### config.mk
export PLATFORM = sky130hd
export DESIGN_NAME = sfr_top
export DESIGN_NICKNAME = d
export VERILOG_FILES = /design/src/rtl/sfr_pkg.sv /design/src/rtl/sfr_top.sv
export SDC_FILE = /design/constraint.sdc
export NUM_CORES = 1
export LEC_CHECK = 0
export BUFFER_PORTS_ARGS = -buffer_cell sky130_fd_sc_hd__buf_2
export CORE_ASPECT_RATIO = 0.8
export CORE_MARGIN = 4
export CORE_UTILIZATION = 55
export CTS_BUF_LIST = sky130_fd_sc_hd__clkbuf_2 sky130_fd_sc_hd__clkbuf_4 sky130_fd_sc_hd__clkbuf_8
export CTS_CLUSTER_DIAMETER = 80
export DETAILED_ROUTE_END_ITERATION = 12
export HOLD_SLACK_MARGIN = 0.1
export PLACE_DENSITY_LB_ADDON = 0.25
export SLEW_MARGIN = 10
export SYNTH_ARGS = -nofsm -noshare
export SYNTH_HDL_FRONTEND = slang
export SYNTH_SLANG_ARGS = --single-unit
### constraint.sdc
create_clock -name clk -period 2.4 [get_ports clk]
set_input_delay 0.12 -clock clk [delete_from_list [all_inputs] [get_ports clk]]
set_output_delay 0.12 -clock clk [all_outputs]
set_load 0.005 [all_outputs]
### src/rtl/sfr_pkg.sv
// Feature register bank: constants, field positions, commands, states.
// Assumes a serial host link of one opcode byte, one address byte, data.
package sfr_pkg;
	// ----------------------------------------
	// Opcodes
	// ----------------------------------------
	localparam logic [7:0] CMD_GET = 8'h0f;
	localparam logic [7:0] CMD_SET = 8'h1f;
	localparam logic [7:0] CMD_WREN = 8'h06;
	localparam logic [7:0] CMD_WRDI = 8'h04;
	localparam logic [7:0] CMD_RST_A = 8'hff;
	localparam logic [7:0] CMD_RST_B = 8'hfe;
	localparam logic [7:0] CMD_PROT = 8'h2a;
	// ----------------------------------------
	// Feature addresses
	// ----------------------------------------
	localparam logic [7:0] ADR_THR = 8'h10;
	localparam logic [7:0] ADR_SUM = 8'h20;
	localparam logic [7:0] ADR_MAX = 8'h30;
	localparam logic [7:0] ADR_REP0 = 8'h40;
	localparam logic [7:0] ADR_REP1 = 8'h50;
	localparam logic [7:0] ADR_REP2 = 8'h60;
	localparam logic [7:0] ADR_REP3 = 8'h70;
	localparam logic [7:0] ADR_LOCK = 8'ha0;
	localparam logic [7:0] ADR_CONF = 8'hb0;
	localparam logic [7:0] ADR_STAT = 8'hc0;
	// ----------------------------------------
	// Field positions and reserved masks
	// ----------------------------------------
	localparam int LK_WD = 7;
	localparam int LK_RNG_HI = 5;
	localparam int LK_RNG_LO = 3;
	localparam int CF_PROT = 7;
	localparam int CF_IDR = 6;
	localparam int CF_ECC = 4;
	localparam int CF_FAST = 1;
	localparam int TH_HI = 7;
	localparam int TH_LO = 4;
	localparam int ST_OIP = 0;
	localparam logic [7:0] RSV_LOCK = 8'h47;
	localparam logic [7:0] RSV_CONF = 8'h29;
	localparam logic [7:0] RSV_STAT = 8'hc0;
	// ----------------------------------------
	// Defaults and encodings
	// ----------------------------------------
	localparam logic [2:0] DEF_RANGE = 3'h7;
	localparam logic DEF_ECC = 1'b1;
	localparam logic DEF_FAST = 1'b1;
	localparam logic [3:0] DEF_THR = 4'h0;
	localparam logic BBI_VAL = 1'b1;
	localparam logic [1:0] CS_NONE = 2'h0;
	localparam logic [1:0] CS_LOW = 2'h1;
	localparam logic [1:0] CS_UNCORR = 2'h2;
	localparam logic [1:0] CS_HIGH = 2'h3;
	localparam logic [2:0] BIT_LAST = 3'h7;

	typedef enum logic [4:0] {
		ST_CMD = 5'h01,
		ST_ADR = 5'h02,
		ST_WR = 5'h04,
		ST_RD = 5'h08,
		ST_SKIP = 5'h10
	} sfr_state_e;

	typedef struct packed {
		logic lock_reg_write_disable;
		logic [2:0] lock_range;
		logic protect_enable;
		logic id_read_enable;
		logic ecc_enable;
		logic fast_read_enable;
		logic [3:0] flip_threshold_field;
		logic write_enable_latch;
	} sfr_cfg_s;

	typedef struct packed {
		logic op_in_progress;
		logic program_fail_flag;
		logic erase_fail_flag;
		logic ecc_done;
		logic ecc_uncorr;
		logic [3:0] ecc_flips;
		logic [7:0] flip_count_summary_field;
		logic [3:0] max_flip_field;
		logic [2:0] max_flip_sector;
		logic [31:0] flip_report_field;
	} sfr_core_s;
endpackage : sfr_pkg

### src/rtl/sfr_top.sv
// Feature register bank behind the serial host link.
// Assumes mode 0 link sampled by clk (clk well above 4x sclk) and
// core status arriving synchronous to clk.
`timescale 1ns/1ns
module sfr_top import sfr_pkg::*; (
	// Clock and power-on reset
	input wire logic clk,
	input wire logic rst_b,
	// Serial link pins
	input wire logic cs_b,
	input wire logic sclk,
	input wire logic mosi,
	output logic miso,
	output logic miso_oe,
	input wire logic wp_b,
	// Core side
	input wire sfr_core_s core,
	output sfr_cfg_s cfg,
	output logic soft_reset,
	output logic protect_go
);
	// ----------------------------------------
	// Pin synchronisers
	// ----------------------------------------
	logic [1:0] cs_sync_ff;
	logic [1:0] sck_sync_ff;
	logic [1:0] mosi_sync_ff;
	logic [1:0] wp_sync_ff;
	logic sck_d_ff;

	always_ff @(posedge clk or negedge rst_b) begin
		if (!rst_b) begin
			cs_sync_ff <= 2'h3;
			sck_sync_ff <= 2'h0;
			mosi_sync_ff <= 2'h0;
			wp_sync_ff <= 2'h3;
			sck_d_ff <= 1'b0;
		end else begin
			cs_sync_ff <= {cs_sync_ff[0], cs_b};
			sck_sync_ff <= {sck_sync_ff[0], sclk};
			mosi_sync_ff <= {mosi_sync_ff[0], mosi};
			wp_sync_ff <= {wp_sync_ff[0], wp_b};
			sck_d_ff <= sck_sync_ff[1];
		end
	end

	wire cs_act = ~cs_sync_ff[1];
	wire wp_low = ~wp_sync_ff[1];
	wire sck_rise = cs_act & sck_sync_ff[1] & ~sck_d_ff;
	wire sck_fall = cs_act & ~sck_sync_ff[1] & sck_d_ff;

	// ----------------------------------------
	// Byte framing
	// ----------------------------------------
	sfr_state_e state_ff;
	sfr_state_e nxt_state;
	logic [2:0] bit_cnt_ff;
	logic [6:0] rx_ff;
	logic is_get_ff;
	logic [7:0] addr_ff;
	logic [7:0] tx_ff;

	wire [7:0] rx_byte = {rx_ff, mosi_sync_ff[1]};
	wire byte_done = sck_rise & (bit_cnt_ff == BIT_LAST);
	wire in_cmd = state_ff == ST_CMD;
	wire in_adr = state_ff == ST_ADR;
	wire in_wr = state_ff == ST_WR;
	wire in_rd = state_ff == ST_RD;
	wire cmd_done = byte_done & in_cmd;
	wire wr_done = byte_done & in_wr;
	wire is_feat = (rx_byte == CMD_GET) | (rx_byte == CMD_SET);
	wire is_wren = rx_byte == CMD_WREN;
	wire is_wrdi = rx_byte == CMD_WRDI;
	wire is_rst = (rx_byte == CMD_RST_A) | (rx_byte == CMD_RST_B);
	wire is_prot = rx_byte == CMD_PROT;

	always_comb begin
		nxt_state = state_ff;
		if (!cs_act) begin
			nxt_state = ST_CMD;
		end else if (byte_done) begin
			case (state_ff)
				ST_CMD: nxt_state = is_feat ? ST_ADR : ST_SKIP;
				ST_ADR: nxt_state = is_get_ff ? ST_RD : ST_WR;
				ST_WR: nxt_state = ST_SKIP;
				default: nxt_state = state_ff;
			endcase
		end
	end

	always_ff @(posedge clk or negedge rst_b) begin
		if (!rst_b) begin
			state_ff <= ST_CMD;
			bit_cnt_ff <= 3'h0;
			rx_ff <= 7'h00;
		end else begin
			state_ff <= nxt_state;
			bit_cnt_ff <= !cs_act ? 3'h0 : bit_cnt_ff + 3'(sck_rise);
			if (sck_rise)
				rx_ff <= rx_byte[6:0];
		end
	end

	always_ff @(posedge clk or negedge rst_b) begin
		if (!rst_b) begin
			is_get_ff <= 1'b0;
			addr_ff <= 8'h00;
		end else begin
			if (cmd_done)
				is_get_ff <= rx_byte == CMD_GET;
			if (byte_done & in_adr)
				addr_ff <= rx_byte;
		end
	end

	// ----------------------------------------
	// Feature settings
	// ----------------------------------------
	sfr_cfg_s cfg_ff;
	sfr_cfg_s nxt_cfg;
	logic [1:0] corr_ff;
	logic [1:0] nxt_corr;

	wire lock_ok = ~(cfg_ff.lock_reg_write_disable & wp_low);
	wire wr_lock_hit = wr_done & (addr_ff == ADR_LOCK);
	wire wr_lock = wr_lock_hit & lock_ok;
	wire wr_conf = wr_done & (addr_ff == ADR_CONF);
	wire wr_thr = wr_done & (addr_ff == ADR_THR);
	wire ecc_on = cfg_ff.ecc_enable;

	always_comb begin
		nxt_cfg = cfg_ff;
		if (cmd_done & is_wren)
			nxt_cfg.write_enable_latch = 1'b1;
		else if (cmd_done & is_wrdi)
			nxt_cfg.write_enable_latch = 1'b0;
		if (wr_lock) begin
			nxt_cfg.lock_reg_write_disable = rx_byte[LK_WD];
			nxt_cfg.lock_range = rx_byte[LK_RNG_HI:LK_RNG_LO];
		end
		if (wr_conf) begin
			nxt_cfg.protect_enable = rx_byte[CF_PROT];
			nxt_cfg.id_read_enable = rx_byte[CF_IDR];
			nxt_cfg.ecc_enable = rx_byte[CF_ECC];
			nxt_cfg.fast_read_enable = rx_byte[CF_FAST];
		end
		if (wr_thr)
			nxt_cfg.flip_threshold_field = rx_byte[TH_HI:TH_LO];
	end

	// Correction outcome of the last page read, graded against threshold
	always_comb begin
		nxt_corr = corr_ff;
		if (core.ecc_done & ecc_on) begin
			if (core.ecc_uncorr)
				nxt_corr = CS_UNCORR;
			else if (core.ecc_flips == 4'h0)
				nxt_corr = CS_NONE;
			else if (core.ecc_flips >= cfg_ff.flip_threshold_field)
				nxt_corr = CS_HIGH;
			else
				nxt_corr = CS_LOW;
		end
	end

	// Only power-on reset touches these; soft reset opcodes do not
	always_ff @(posedge clk or negedge rst_b) begin
		if (!rst_b) begin
			cfg_ff <= '{lock_reg_write_disable: 1'b0, lock_range: DEF_RANGE,
				protect_enable: 1'b0, id_read_enable: 1'b0, ecc_enable: DEF_ECC,
				fast_read_enable: DEF_FAST, flip_threshold_field: DEF_THR,
				write_enable_latch: 1'b0};
			corr_ff <= CS_NONE;
		end else begin
			cfg_ff <= nxt_cfg;
			corr_ff <= nxt_corr;
		end
	end

	// ----------------------------------------
	// Read selection
	// ----------------------------------------
	wire [1:0] corr_view = ecc_on ? corr_ff : CS_NONE;
	wire [7:0] rd_lock = {cfg_ff.lock_reg_write_disable, 1'b0,
		cfg_ff.lock_range, 3'h0};
	wire [7:0] rd_conf = {cfg_ff.protect_enable, cfg_ff.id_read_enable, 1'b0,
		cfg_ff.ecc_enable, 1'b0, BBI_VAL, cfg_ff.fast_read_enable, 1'b0};
	wire [7:0] rd_stat = {2'h0, corr_view, core.program_fail_flag,
		core.erase_fail_flag, cfg_ff.write_enable_latch,
		core.op_in_progress};
	wire [7:0] rd_thr = {cfg_ff.flip_threshold_field, 4'h0};
	wire [7:0] rd_max = {core.max_flip_field, 1'b0, core.max_flip_sector};
	wire [31:0] rep = core.flip_report_field;
	wire [7:0] rd_addr = in_adr ? rx_byte : addr_ff;
	wire [7:0] rd_ecc =
		(rd_addr == ADR_SUM) ? core.flip_count_summary_field :
		(rd_addr == ADR_MAX) ? rd_max :
		(rd_addr == ADR_REP0) ? rep[7:0] :
		(rd_addr == ADR_REP1) ? rep[15:8] :
		(rd_addr == ADR_REP2) ? rep[23:16] :
		(rd_addr == ADR_REP3) ? rep[31:24] : 8'h00;
	wire [7:0] rd_mux =
		(rd_addr == ADR_LOCK) ? rd_lock :
		(rd_addr == ADR_CONF) ? rd_conf :
		(rd_addr == ADR_STAT) ? rd_stat :
		(rd_addr == ADR_THR) ? rd_thr :
		ecc_on ? rd_ecc : 8'h00;
	wire tx_load = byte_done & ((in_adr & is_get_ff) | in_rd);

	// ----------------------------------------
	// Output shifter
	// ----------------------------------------
	always_ff @(posedge clk or negedge rst_b) begin
		if (!rst_b) begin
			tx_ff <= 8'h00;
			miso <= 1'b0;
			miso_oe <= 1'b0;
		end else begin
			if (tx_load) begin
				tx_ff <= rd_mux;
			end else if (sck_fall & in_rd) begin
				miso <= tx_ff[7];
				tx_ff <= {tx_ff[6:0], 1'b0};
			end
			miso_oe <= cs_act & in_rd;
		end
	end

	// ----------------------------------------
	// Opcode side effects
	// ----------------------------------------
	always_ff @(posedge clk or negedge rst_b) begin
		if (!rst_b) begin
			soft_reset <= 1'b0;
			protect_go <= 1'b0;
		end else begin
			soft_reset <= cmd_done & is_rst;
			protect_go <= cmd_done & is_prot & cfg_ff.protect_enable;
		end
	end

	assign cfg = cfg_ff;
endmodule : sfr_top

-- After elaboration in Yosys (flattened, before gate mapping)
Cells that the tools add are included.
- add/subtract/negate cells: 1
- $lt $le $gt $ge: 1
- eq/ne operators: 25
- multiplexer cells: 26
- bitwise logic cells: 32
- reduce and logical (&&, ||, !) cells: 7
- operator list (operator ; number):
    $mux W8 ; 14
    $eq A8 B8 Y1 const B ; 7
    $eq A8 B7 Y1 const B ; 4
    $eq A8 B5 Y1 const B ; 3
    $eq A8 B6 Y1 const B ; 3
    $and A1 B1 Y1 ; 23
    $eq A8 B3 Y1 const B ; 2
    $mux W5 ; 3
    $pmux W5 S3 ; 1
    $eq A8 B4 Y1 const B ; 1
    $mux W2 ; 4
    $not A1 Y1 ; 6
    $reduce_bool A2 Y1 ; 3
    $eq A5 B1 Y1 const B ; 1
    $eq A5 B2 Y1 const B ; 1
    $eq A5 B3 Y1 const B ; 1
    $eq A5 B4 Y1 const B ; 1
    $ge A4 B4 Y1 ; 1
    $logic_not A4 Y1 ; 1
    $mux W4 ; 1
    $reduce_and A2 Y1 ; 2
    $reduce_bool A4 Y1 ; 1
    $add A3 B1 Y3 ; 1
    $eq A3 B3 Y1 const B ; 1
    other kinds (3) ; 6
- register bits: 60

-- Depth between registers and ports, before layout
- depth in word-level cells: 15
- gate-level depth with buffers: 10

-- Least setup slack after synthesis
OpenSTA, ideal clock, no wires.
- path kind: reg-to-reg
- start point: register sck_d_ff
- end point: register, netlist name cfg[0]
- arrival: 2.107 ns
- required time: 2.275 ns
- slack: 0.168 ns
- stages on the path, launching flop included: 9
- path buffers: 2
- period minus slack after synthesis: 2.232 ns
- cell sequence: dfrtp_1 -> nor3b_1 -> buf_2 -> and4_1 -> clkbuf_1 -> nand3_1 -> nor4_1 -> and4bb_2 -> mux2_2
- word-level cells in the longest chain between the ends: 6
- RTL lines (what ; line ; RTL):
    start: declaration ; sfr_top.sv:29 ; logic sck_d_ff;
    start signal: assignment ; sfr_top.sv:43 ; sck_d_ff <= sck_sync_ff[1];
    $not A1 Y1 * ; sfr_top.sv:49 ; wire sck_rise = cs_act & sck_sync_ff[1] & ~sck_d_ff;
    $and A1 B1 Y1 * ; sfr_top.sv:49 ;
    named net sck_rise ; sfr_top.sv:49 ;
    $and A1 B1 Y1 * ; sfr_top.sv:64 ; wire byte_done = sck_rise & (bit_cnt_ff == BIT_LAST);
    $and A1 B1 Y1 * ; sfr_top.sv:69 ; wire cmd_done = byte_done & in_cmd;
    $and A1 B1 Y1 (on tied branches) ; sfr_top.sv:133, sfr_top.sv:135 ;
    $mux W1 / $reduce_bool A2 Y1 (equally long branches) ; n/a ;
The timed path passes the listed nets; every way through them passes the cells marked *.
A chain may end at the register's enable or synchronous reset.

-- Worst setup path after layout
- start point: register addr_ff[1]
- end point: register tx_ff[2]
- word-level cells in the longest chain between the ends: 14
- RTL lines (what ; line ; RTL):
    start: declaration ; sfr_top.sv:60 ; logic [7:0] addr_ff;
    start signal: assignment ; sfr_top.sv:112 ; addr_ff <= rx_byte;
    $mux W8 * ; sfr_top.sv:194 ; wire [7:0] rd_addr = in_adr ? rx_byte : addr_ff;
    $eq A8 B7 Y1 ; sfr_top.sv:201 ; (rd_addr == ADR_REP3) ? rep[31:24] : 8'h00;
    $mux W8 ; sfr_top.sv:201 ;
    $mux W8 ; sfr_top.sv:200 ; (rd_addr == ADR_REP2) ? rep[23:16] :
    $mux W8 ; sfr_top.sv:199 ; (rd_addr == ADR_REP1) ? rep[15:8] :
    $mux W8 ; sfr_top.sv:198 ; (rd_addr == ADR_REP0) ? rep[7:0] :
    $mux W8 ; sfr_top.sv:197 ; (rd_addr == ADR_MAX) ? rd_max :
    $mux W8 ; sfr_top.sv:196 ; (rd_addr == ADR_SUM) ? core.flip_count_summary_field :
    $mux W8 ; sfr_top.sv:207 ; ecc_on ? rd_ecc : 8'h00;
    $mux W8 ; sfr_top.sv:206 ; (rd_addr == ADR_THR) ? rd_thr :
    $mux W8 ; sfr_top.sv:205 ; (rd_addr == ADR_STAT) ? rd_stat :
    $mux W8 ; sfr_top.sv:204 ; (rd_addr == ADR_CONF) ? rd_conf :
    $mux W8 * ; sfr_top.sv:203 ; (rd_addr == ADR_LOCK) ? rd_lock :
    $mux W8 * ; sfr_top.sv:219 ; if (tx_load) begin
    end signal: assignment ; sfr_top.sv:220 ; tx_ff <= rd_mux;
    end signal: assignment ; sfr_top.sv:223 ; tx_ff <= {tx_ff[6:0], 1'b0};
    end: declaration ; sfr_top.sv:61 ; logic [7:0] tx_ff;
Mark *: on every way between the ends. The rest lies on a longest branch, timed or not.

==> results_dict.tcl <==
set metrics [dict create \
    grt_max_degree 36 \
    clockBufferDepth 2 \
    dpl.hpwl_mm 7.98 \
    max-cap-violations 0 \
    netlist_instances 351 \
    port_buffers 78 \
    min_period_over_period_pct 99.2 \
    num_vias 3358 \
    antenna_cells 0 \
    synth_top_area_cell "dfrtp_1" \
    synth_area_um2 3540 \
    fin_setup_tns_ns 0 \
    yosysTopAreaCellShare_pct 35.3 \
    synth_nets 419 \
    drive_above_1_share_pct 45.4 \
    die_w_um 97.7 \
    power_density_nw_per_um2 529 \
    leakagePower_nw 2.05 \
    drv_slew 0 \
    synth-main-ff-cell "dfrtp_1" \
    async_reset_ff_share_pct 100 \
    crit_path_start_kind "register" \
    cts.clk_slew.worst_paths_ns 0.08 \
    drc 0 \
    core_um2 6070 \
    hold_path.class "in2reg" \
    gp_congestion 0.910 \
    drt-initial-drc-count 251 \
    viasPerCell 6.08 \
    max_freq_mhz 420 \
    synth.most_common_cell "dfrtp_1" \
    peakVddDrop_mv 0.656 \
    fin_ws_ns 0.0204 \
    area_growth_pct 29.5 \
    skew_ns 0.0145 \
    clk_latency_ns 0.35 \
    antenna_left 0 \
    die_y_um 79.8 \
    crit_arrival_ns 2.67 \
    grt_pass1_wl_mm 16.6 \
    synth-edff-count 0 \
    outcome "completed" \
    grt_pass1_vias 3239 \
    synth-seq-cells 60 \
    die-area_um2 7800 \
    criticalPathCategory "reg2reg" \
    numCtsBuffers 9 \
    critical_path_required_ns 2.69 \
    setup_viol 0 \
    min_period_ns 2.38 \
    htreeDepth 3 \
    synth_cell_type_count 70 \
    nets 534 \
    wl_met1_mm 4.51 \
    crit_path_max_fanout 8 \
    antenna_found_initial 0 \
    top_layer "met4" \
    final_core_util_pct 75.6 \
    clock-root-buffer "clkbuf_8" \
    wl_met2_mm 4.90 \
    cts.sinks 60 \
    wl_per_cell_um 18.8 \
    place_ws_ns -0.0220 \
    drtPass1Iterations 5 \
    wl_met3_um 836 \
    avgSynthCellArea_um2 10.1 \
    rows 25 \
    netlist_top_cells_count "dfrtp_1, nand2_1, mux2_2, nor2_1, a21oi_1" \
    io_pins 79 \
    tightest_slew_ns 0.789 \
    start_util_pct 58.4 \
    final-hold-violation-count 0 \
    end_kind "register" \
    grt_usage_pct 27.2 \
    wl_mm 10.4 \
    synth.area.top_cells "dfrtp_1, mux2_2, dfstp_2" \
    maxSlewHeadroom_pct 47.4 \
    yosysWarnings 0 \
    gr-total-overflow 0 \
    yosysSeqAreaShare_pct 42.7 \
    cts_tree "done" \
]
routing by layer:
metal	track usage, %	vias up
met5	0	-
met4	6.78	0
met3	5.68	14
met2	42.5	159
met1	38.7	1634
li1	-	1551
power by group:
group | leakage (nW) | internal (W) | total (W) | switching [W]
logic | 1.24 | 0.000228 | 0.000477 | 0.000249
registers | 0.738 | 0.00107 | 0.00114 | 0.0000666
clock network | 0.0779 | 0.000376 | 0.000811 | 0.000434
cells by family (layout without fill, tap and decap cells):
family	count (synthesis)	in the layout	synth area share [%]
XOR/XNOR	1	1	0.247
flip-flops	60	60	42.7
buffers and inverters	27	147	3.32
AND/OR/NAND/NOR	129	129	20.4
AO/OA/AOI/OAI	91	91	19.5
adder cells (fa/ha/maj)	6	6	2.12
multiplexers	37	37	11.7
final timing paths:
path / startpoint / endpoint / slack [ns] / cells after the start
worst max-delay path: addr_ff[1]$_DFFE_PN0P_ / tx_ff[2]$_DFFE_PN0P_ / 0.02 / 6
worst min-delay path: core[53] / tx_ff[2]$_DFFE_PN0P_ / 0.12 / 4
worst max register to register: addr_ff[1]$_DFFE_PN0P_ / tx_ff[2]$_DFFE_PN0P_ / 0.02 / 6
worst min register to register: mosi_sync_ff[0]$_DFF_PN0_ / mosi_sync_ff[1]$_DFF_PN0_ / 0.35 / 0
max in group asynchronous: rst_b / wp_sync_ff[0]$_DFF_PN1_ / 1.24 / 3
min in group asynchronous: rst_b / corr_ff[1]$_DFFE_PN0P_ / 0.39 / 2
sequential cells by signal, summed over array words and instances (netlist names), 3 cells and up:
| register | flops |
|---|---|
| rx_ff | 7 |
| addr_ff | 8 |
| cfg | 12 |
| tx_ff | 8 |
| state_ff | 5 |
| bit_cnt_ff | 3 |
worst max-delay path, stage by stage, from the launching register on:
cell and delay (ns):
dfrtp_1 0.40, or4_4 0.62, or4b_4 0.52, o21ai_4 0.24, a22oi_2 0.12, a221oi_2 0.28
o21a_1 0.15
cell usage in the layout (no fill, tap or decap), drive strengths merged, types with 4 or more instances in the layout:
| master | instances |
|---|---|
| buf | 116 |
| dfrtp | 50 |
| nand2 | 38 |
| mux2 | 35 |
| nor2 | 18 |
| o21ai | 16 |
| a21oi | 14 |
| dfstp | 10 |
| nor3 | 10 |
| nand2b | 9 |
| clkbuf | 9 |
| inv | 9 |
| a31oi | 7 |
| dlygate4sd3 | 7 |
| a22oi | 7 |
| nor4 | 7 |
| nand4 | 6 |
| ha | 6 |
| nor2b | 6 |
| nand3 | 6 |
| a221oi | 6 |
| or2 | 5 |
| a21o | 5 |
| nand3b | 4 |
| a31o | 4 |
| o31ai | 4 |
| o21a | 4 |
| clkinvlp | 4 |
| and2 | 4 |
repair_timing:
item,4_1_cts,5_1_grt
resized for setup,1,14
endpoints found under the hold margin,37,0
setup endpoints to repair,1,8
hold buffers,7,0
setup buffers,0,3
pin swaps,0,11
stage by stage:
| step | total power [W] | instances | instance area, um2 | hold WS [ns] |
|---|---|---|---|---|
| 2_1_floorplan | 0.00137 | 351 | 3540 | -0.176 |
| 3_3_place_gp | 0.00159 | 526 | 4250 | 0.227 |
| 4_1_cts | 0.00242 | 549 | 4500 | 0.100 |
| 6_report | 0.00243 | 552 | 4590 | 0.117 |
| 5_1_grt | 0.00255 | 552 | 4590 | 0.115 |
| 3_5_place_dp | 0.00160 | 526 | 4250 | 0.227 |
cell type report:
type	instances	area, um2
Multi-Input combinational cell	264	1980
Sequential cell	60	1520
Fill cell	432	1480
Timing Repair Buffer	123	783
Clock buffer	9	124
Tap cell	81	101
Clock inverter	7	52.6
Inverter	8	30.0
No activity file was read; power rests on OpenSTA's default activity.
